==> src/hw/keq_pkg.sv <==
// Shared constants and types of the key event queue readout block.
package keq_pkg;

   // ==========================================================
   // Register indexes (byte address is four times the index)
   localparam logic [6:0] IDX_INT_STAT = 7'h01;
   localparam logic [6:0] IDX_STATUS = 7'h02;
   localparam logic [6:0] IDX_SLOT_FIRST = 7'h03;
   localparam logic [6:0] IDX_POLARITY = 7'h20;
   localparam logic [6:0] IDX_INT_MASK = 7'h4e;

   // ==========================================================
   // Interrupt bit positions, shared by status and mask
   localparam int INT_EVENT_BIT = 0;
   localparam int INT_OVERRUN_BIT = 2;
   localparam logic [7:0] INT_VALID_MASK = 8'h05;

   // ==========================================================
   // Reset values
   localparam logic [7:0] INT_STAT_RST = 8'h00;
   localparam logic [7:0] INT_MASK_RST = 8'h00;
   localparam logic [20:0] POLARITY_RST = 21'h1fffff;

   // ==========================================================
   // Event codes and matrix geometry
   localparam logic [6:0] CODE_NONE = 7'h00;
   localparam logic [6:0] CODE_KEY_FIRST = 7'h01;
   localparam logic [6:0] CODE_GND_FIRST = 7'h59;
   localparam logic [6:0] CODE_GPI_FIRST = 7'h61;
   localparam logic [6:0] CODE_LOGIC_FIRST = 7'h74;
   localparam logic [6:0] CODE_WILDCARD = 7'h7f;
   localparam logic [6:0] MATRIX_COLS = 7'h0b;
   localparam logic [3:0] MATRIX_COL_LAST = 4'ha;
   localparam logic [4:0] GPI_COUNT = 5'h13;
   localparam int POL_LOGIC_BASE = 19;

   // ==========================================================
   // Carriers
   typedef struct packed {
      logic record_state_bit;
      logic [6:0] record_code_field;
   } keq_rec_t;

   typedef struct packed {
      logic [2:0] row;
      logic [3:0] col;
      logic to_ground;
      logic pressed;
   } keq_key_evt_t;

   typedef struct packed {
      logic [4:0] pin;
      logic level;
   } keq_gpi_evt_t;

   typedef struct packed {
      logic block2;
      logic level;
   } keq_logic_evt_t;

   typedef struct packed {
      logic cyc;
      logic stb;
      logic we;
      logic [8:0] adr;
      logic [3:0] sel;
      logic [31:0] dat;
   } keq_wb_req_t;

endpackage

==> src/hw/keq_top.sv <==
// Event queue with code mapping and Wishbone register readout.
//
// Our own choice: the Wishbone slave port.
`timescale 1ns/1ns

module keq_top #(
   parameter int DEPTH = 16
) (
   input wire logic ref_clk,
   input wire logic resetn,
   input wire keq_pkg::keq_wb_req_t wb_req,
   output logic wb_ack,
   output logic [31:0] wb_dat,
   input wire logic key_valid,
   input wire keq_pkg::keq_key_evt_t key_evt,
   output logic key_ready,
   input wire logic gpi_valid,
   input wire keq_pkg::keq_gpi_evt_t gpi_evt,
   output logic gpi_ready,
   input wire logic logic_valid,
   input wire keq_pkg::keq_logic_evt_t logic_evt,
   output logic logic_ready,
   output logic irq
);

   // ==========================================================
   // State
   localparam logic [4:0] DEPTH_C = 5'(DEPTH);

   typedef struct packed {
      keq_pkg::keq_rec_t [DEPTH-1:0] q;
      logic [4:0] count;
      logic [7:0] int_stat;
      logic [7:0] int_mask;
      logic [20:0] pol;
      logic ack;
      logic [31:0] dat;
   } keq_state_t;

   keq_state_t st_ff;
   keq_state_t nxt_st;

   logic access;
   logic [6:0] idx;
   logic [6:0] slot;
   logic pop;
   logic take;
   logic legal;
   keq_pkg::keq_rec_t rec;
   logic [7:0] wr_byte;
   logic [7:0] set_bits;
   logic [7:0] clr_bits;
   logic [4:0] wr_pos;

   // ==========================================================
   // Source arbitration
   // Keys win over pins, pins over logic; a loser simply waits.
   assign key_ready = key_valid;
   assign gpi_ready = gpi_valid & ~key_valid;
   assign logic_ready = logic_valid & ~key_valid & ~gpi_valid;
   assign take = key_valid | gpi_valid | logic_valid;

   // ==========================================================
   // Record building
   always_comb begin
      rec = '0;
      legal = 1'b0;
      if (key_valid) begin
         rec.record_state_bit = key_evt.pressed;
         if (key_evt.to_ground) begin
            rec.record_code_field = keq_pkg::CODE_GND_FIRST
               + {4'h0, key_evt.row};
            legal = 1'b1;
         end else begin
            rec.record_code_field = {4'h0, key_evt.row}
               * keq_pkg::MATRIX_COLS + {3'h0, key_evt.col}
               + keq_pkg::CODE_KEY_FIRST;
            legal = key_evt.col <= keq_pkg::MATRIX_COL_LAST;
         end
      end else if (gpi_valid) begin
         rec.record_code_field = keq_pkg::CODE_GPI_FIRST
            + {2'h0, gpi_evt.pin};
         rec.record_state_bit = gpi_evt.level
            ~^ st_ff.pol[gpi_evt.pin];
         legal = gpi_evt.pin < keq_pkg::GPI_COUNT;
      end else if (logic_valid) begin
         rec.record_code_field = keq_pkg::CODE_LOGIC_FIRST
            + {6'h00, logic_evt.block2};
         rec.record_state_bit = logic_evt.level
            ~^ st_ff.pol[keq_pkg::POL_LOGIC_BASE
               + int'(logic_evt.block2)];
         legal = 1'b1;
      end
   end

   // ==========================================================
   // Bus decode
   assign access = wb_req.cyc & wb_req.stb & ~st_ff.ack;
   assign idx = wb_req.adr[8:2];
   assign slot = idx - keq_pkg::IDX_SLOT_FIRST;
   assign wr_byte = wb_req.sel[0] ? wb_req.dat[7:0] : 8'h00;

   assign pop = access & ~wb_req.we & (idx == keq_pkg::IDX_SLOT_FIRST)
      & (st_ff.count != 5'h00);

   // ==========================================================
   // Next state
   always_comb begin
      nxt_st = st_ff;
      nxt_st.ack = access;
      set_bits = 8'h00;
      clr_bits = 8'h00;
      wr_pos = st_ff.count;

      if (access && !wb_req.we) begin
         nxt_st.dat = 32'h0000_0000;
         if (idx == keq_pkg::IDX_INT_STAT) begin
            nxt_st.dat[7:0] = st_ff.int_stat;
         end else if (idx == keq_pkg::IDX_STATUS) begin
            nxt_st.dat[4:0] = st_ff.count;
         end else if (idx == keq_pkg::IDX_INT_MASK) begin
            nxt_st.dat[7:0] = st_ff.int_mask;
         end else if (idx == keq_pkg::IDX_POLARITY) begin
            nxt_st.dat[20:0] = st_ff.pol;
         end else if (idx >= keq_pkg::IDX_SLOT_FIRST
               && slot < 7'(DEPTH)) begin
            nxt_st.dat[7:0] = st_ff.q[slot[4:0]];
         end
      end

      // Slot registers ignore writes; unmapped writes are dropped.
      if (access && wb_req.we) begin
         if (idx == keq_pkg::IDX_INT_STAT) begin
            clr_bits = wr_byte;
         end else if (idx == keq_pkg::IDX_INT_MASK && wb_req.sel[0]) begin
            nxt_st.int_mask = wb_req.dat[7:0] & keq_pkg::INT_VALID_MASK;
         end else if (idx == keq_pkg::IDX_POLARITY) begin
            if (wb_req.sel[0]) begin
               nxt_st.pol[7:0] = wb_req.dat[7:0];
            end
            if (wb_req.sel[1]) begin
               nxt_st.pol[15:8] = wb_req.dat[15:8];
            end
            if (wb_req.sel[2]) begin
               nxt_st.pol[20:16] = wb_req.dat[20:16];
            end
         end
      end

      if (pop) begin
         for (int i = 0; i < DEPTH - 1; i++) begin
            nxt_st.q[i] = st_ff.q[i+1];
         end
         nxt_st.q[DEPTH-1] = '0;
         nxt_st.count = st_ff.count - 5'h01;
         wr_pos = st_ff.count - 5'h01;
      end

      if (take && legal) begin
         if (st_ff.count == DEPTH_C && !pop) begin
            set_bits[keq_pkg::INT_OVERRUN_BIT] = 1'b1;
         end else begin
            nxt_st.q[wr_pos[$clog2(DEPTH)-1:0]] = rec;
            nxt_st.count = wr_pos + 5'h01;
            set_bits[keq_pkg::INT_EVENT_BIT] = 1'b1;
         end
      end

      nxt_st.int_stat = ((st_ff.int_stat & ~clr_bits) | set_bits)
         & keq_pkg::INT_VALID_MASK;
   end

   // ==========================================================
   // Registers
   always_ff @(posedge ref_clk) begin
      if (!resetn) begin
         st_ff <= '0;
         st_ff.int_stat <= keq_pkg::INT_STAT_RST;
         st_ff.int_mask <= keq_pkg::INT_MASK_RST;
         st_ff.pol <= keq_pkg::POLARITY_RST;
      end else begin
         st_ff <= nxt_st;
      end
   end

   assign wb_ack = st_ff.ack;
   assign wb_dat = st_ff.dat;
   assign irq = |(st_ff.int_stat & st_ff.int_mask);

endmodule // keq_top

==> config.mk <==
export PLATFORM = sky130hd
export DESIGN_NAME = keq_top
export DESIGN_NICKNAME = d
export VERILOG_FILES = /design/src/hw/keq_pkg.sv /design/src/hw/keq_top.sv
export SDC_FILE = /design/constraint.sdc
export NUM_CORES = 1
export LEC_CHECK = 0
export BUFFER_PORTS_ARGS = -buffer_cell sky130_fd_sc_hd__buf_4
export CORE_UTILIZATION = 45
export DETAILED_ROUTE_END_ITERATION = 8
export MAX_ROUTING_LAYER = met4
export PLACE_DENSITY = 0.71
export SYNTH_ARGS = -nofsm -noshare
export SYNTH_HDL_FRONTEND = slang
export SYNTH_SLANG_ARGS = --single-unit
==> constraint.sdc <==
create_clock -name ref_clk -period 5 [get_ports ref_clk]
set_input_delay 0.5 -clock ref_clk [delete_from_list [all_inputs] [get_ports ref_clk]]
set_output_delay 0.5 -clock ref_clk [all_outputs]
set_load 0.02 [all_outputs]
==> impl_metrics.tcl <==
set metrics [dict create \
    status "finished, final reports clean" \
    crit_type "reg -> reg" \
    grt_max_degree 80 \
    cp.arrival_ns 4.05 \
    dpl.hpwl_um 16100 \
    ios 107 \
    antenna_left 0 \
    worst_pin_slew_ns 1.07 \
    startpoint_type "flop" \
    design_power_total_mw 3.40 \
    clockPowerShare_pct 40.5 \
    timing_hold_violations_final 0 \
    syn_to_final_growth_pct 9.39 \
    max_slew_margin_pct 28.2 \
    cap_violations 0 \
    cellLeakagePower_nw 4.86 \
    die_w_um 158 \
    async_flop_share_pct 0 \
    n_fill_cell 2190 \
    grt_pass1_wl_um 42600 \
    cts_tree "built" \
    setup_tns_ns 0 \
    cp_max_fo 40 \
    synthFlopType "dfxtp_1" \
    max-vdd-ir-drop_uv 212 \
    required_ns 5.32 \
    place_ws_ns 1.23 \
    final.min_clock_period_ns 3.73 \
    rsz0062_at_grt "no" \
    dieHeight_um 158 \
    drv_slew 0 \
    clk_latency_ns 0.44 \
    ys_seq_elements 180 \
    die-area_sq_mm 0.0249 \
    grtUsageTotal_pct 22.2 \
    pwr_density_cell_mw_per_mm2 284 \
    post-cts-setup-buffers 0 \
    drive_above_1_share_pct 17.9 \
    p_switching_uw 992 \
    insertedDiodeCount 0 \
    cp-end-kind "flop" \
    synth.avg_cell_area_sq_um 9.90 \
    ys_warn_count 0 \
    overflow 0 \
    multi_input_area_sq_mm 0.00651 \
    final_nets 1179 \
    cts_buffers 17 \
    drc 0 \
    ys_seq_area_share_pct 33.0 \
    rows 56 \
    initial_core_util_pct 46.3 \
    path_clk_slew_ns 0.07 \
    setup_viol 0 \
    syn_inst 1104 \
    place.gp.congestion 0.816 \
    p_int_mw 2.41 \
    skew_ns 0.0126 \
    seqPwrFrac_pct 43.7 \
    synth_cell_types 74 \
    register_area_sq_mm 0.00360 \
    finalCritPeriodShare_pct 74.6 \
    antenna_found_initial 0 \
    fmax_ghz 0.268 \
    cts_hold_buf 0 \
    drtIter0Drc 661 \
    cts.sinks 180 \
    switching_share_pct 29.2 \
    synth_edf_count 0 \
    drtPass1Iterations 5 \
    grt_pass1_vias 8034 \
    syn_area_sq_mm 0.0109 \
    cts_buffer_depth 2 \
    drt_wl_total_um 26400 \
    via_per_inst 6.15 \
    root_buffer "clkbuf_16" \
    setup_ws_ns 1.27 \
    h-tree-depth 4 \
    wl_per_cell_um 18.6 \
    via_count 8710 \
    port_buffers 81 \
    p_comb_share_pct 15.7 \
    cts_resized 0 \
    hp-class "in -> reg" \
    core_area_sq_mm 0.0236 \
]
-- cell type report --
class	instances	share of cell area [%]
clock buffer	19	3.62
clock inverter	13	1.37
multi-input combinational	767	54.4
timing repair buffer	104	6.63
tap	319	3.34
sequential	180	30.1
inverter	15	0.471
-- stage by stage --
step / cells / hold WS, ns / area [sq um] / utilization, %
after floorplan: 1114 / 0.426 / 11000 / -
after global placement: 1385 / 0.440 / 11400 / 48.1
after detailed placement: 1385 / 0.447 / 11400 / 48.1
after CTS: 1417 / 0.251 / 12000 / 50.6
after global routing: 1417 / 0.263 / 12000 / 50.6
final: 1417 / 0.268 / 12000 / 50.6
-- final timing paths --
check | to | start | depth (start not counted) | slack [ns]
setup / recovery | st_ff[107] | st_ff[70] | 10 | 1.27
hold / removal | st_ff[48] | wb_req[15] | 3 | 0.27
setup reg to reg | st_ff[107] | st_ff[70] | 10 | 1.27
hold reg to reg | wb_dat[15] | wb_dat[15] | 2 | 0.45
-- logic make-up (layout without fill, tap and decap cells) --
family	Yosys count	count (layout)	share of synthesized area, %
DFF	180	180	33.0
and+or+nand+nor	160	160	8.15
other	1	11	0.0343
buffers and inverters	167	151	8.22
muxes	192	192	21.8
adders and majority gates	24	24	2.88
AOI/OAI and AO/OA	365	365	24.7
xor gates and xnor gates	15	15	1.20
-- registers in the layout, indices dropped and copies added, names as in the netlist --
signal / cells
st_ff: 158
wb_ack: 1
wb_dat: 21
-- layer usage --
metal	up-vias	share of wire, %	track usage [%]	wire, um
li1	4200	-	-	-
met1	4302	47	30.0	12400
met2	183	48	34.6	12500
met3	25	4.4	3.15	1160
met4	0	1.1	5.73	293
met5	-	0	-	0
-- Yosys cell counts, drive strengths merged, types with 18 or more instances --
| library cell | instances | share of area (%) |
|---|---|---|
| nor2 | 18 | 0.62 |
| buf | 97 | 5.7 |
| a21oi | 39 | 1.8 |
| dfxtp | 180 | 33 |
| nand3 | 27 | 1.2 |
| nand2 | 57 | 2.2 |
| clkbuf | 55 | 2.0 |
| o311a | 120 | 11 |
| mux2i | 155 | 14 |
| mux4 | 37 | 7.6 |
| ha | 22 | 2.5 |
| o21ai | 139 | 6.5 |
-- worst max-delay path: stages (launching register included) --
cell	delay [ns]
dfxtp_1	0.32
inv_1	0.09
ha_1	0.26
or4b_4	0.51
nand4_4	0.15
buf_4	0.55
nor3_2	0.17
o211ai_4	0.87
buf_4	0.43
o21ai_1	0.11
o311a_1	0.15
-- power groups by stage --
stage | combinational (mW) | clock (mW) | sequential (mW)
6_report | 0.535 | 1.38 | 1.49
5_1_grt | 0.584 | 1.46 | 1.49
4_1_cts | 0.534 | 1.41 | 1.49
3_5_place_dp | 0.532 | 0 | 1.52
3_3_place_gp | 0.525 | 0 | 1.52
2_1_floorplan | 0.389 | 0 | 1.51
-- cells in the final DEF (no fill, tap or decap), types with 18 or more instances in the layout --
master and instances:
dfxtp_1 180, nand3_1 27, nand2_1 53, a21oi_1 39
o21ai_0 73, buf_4 103, o21ai_1 64, nor2_1 18
ha_1 22, mux4_2 37, o311a_1 120, mux2i_1 155
Note: power is estimated with default switching activity, not from simulation.
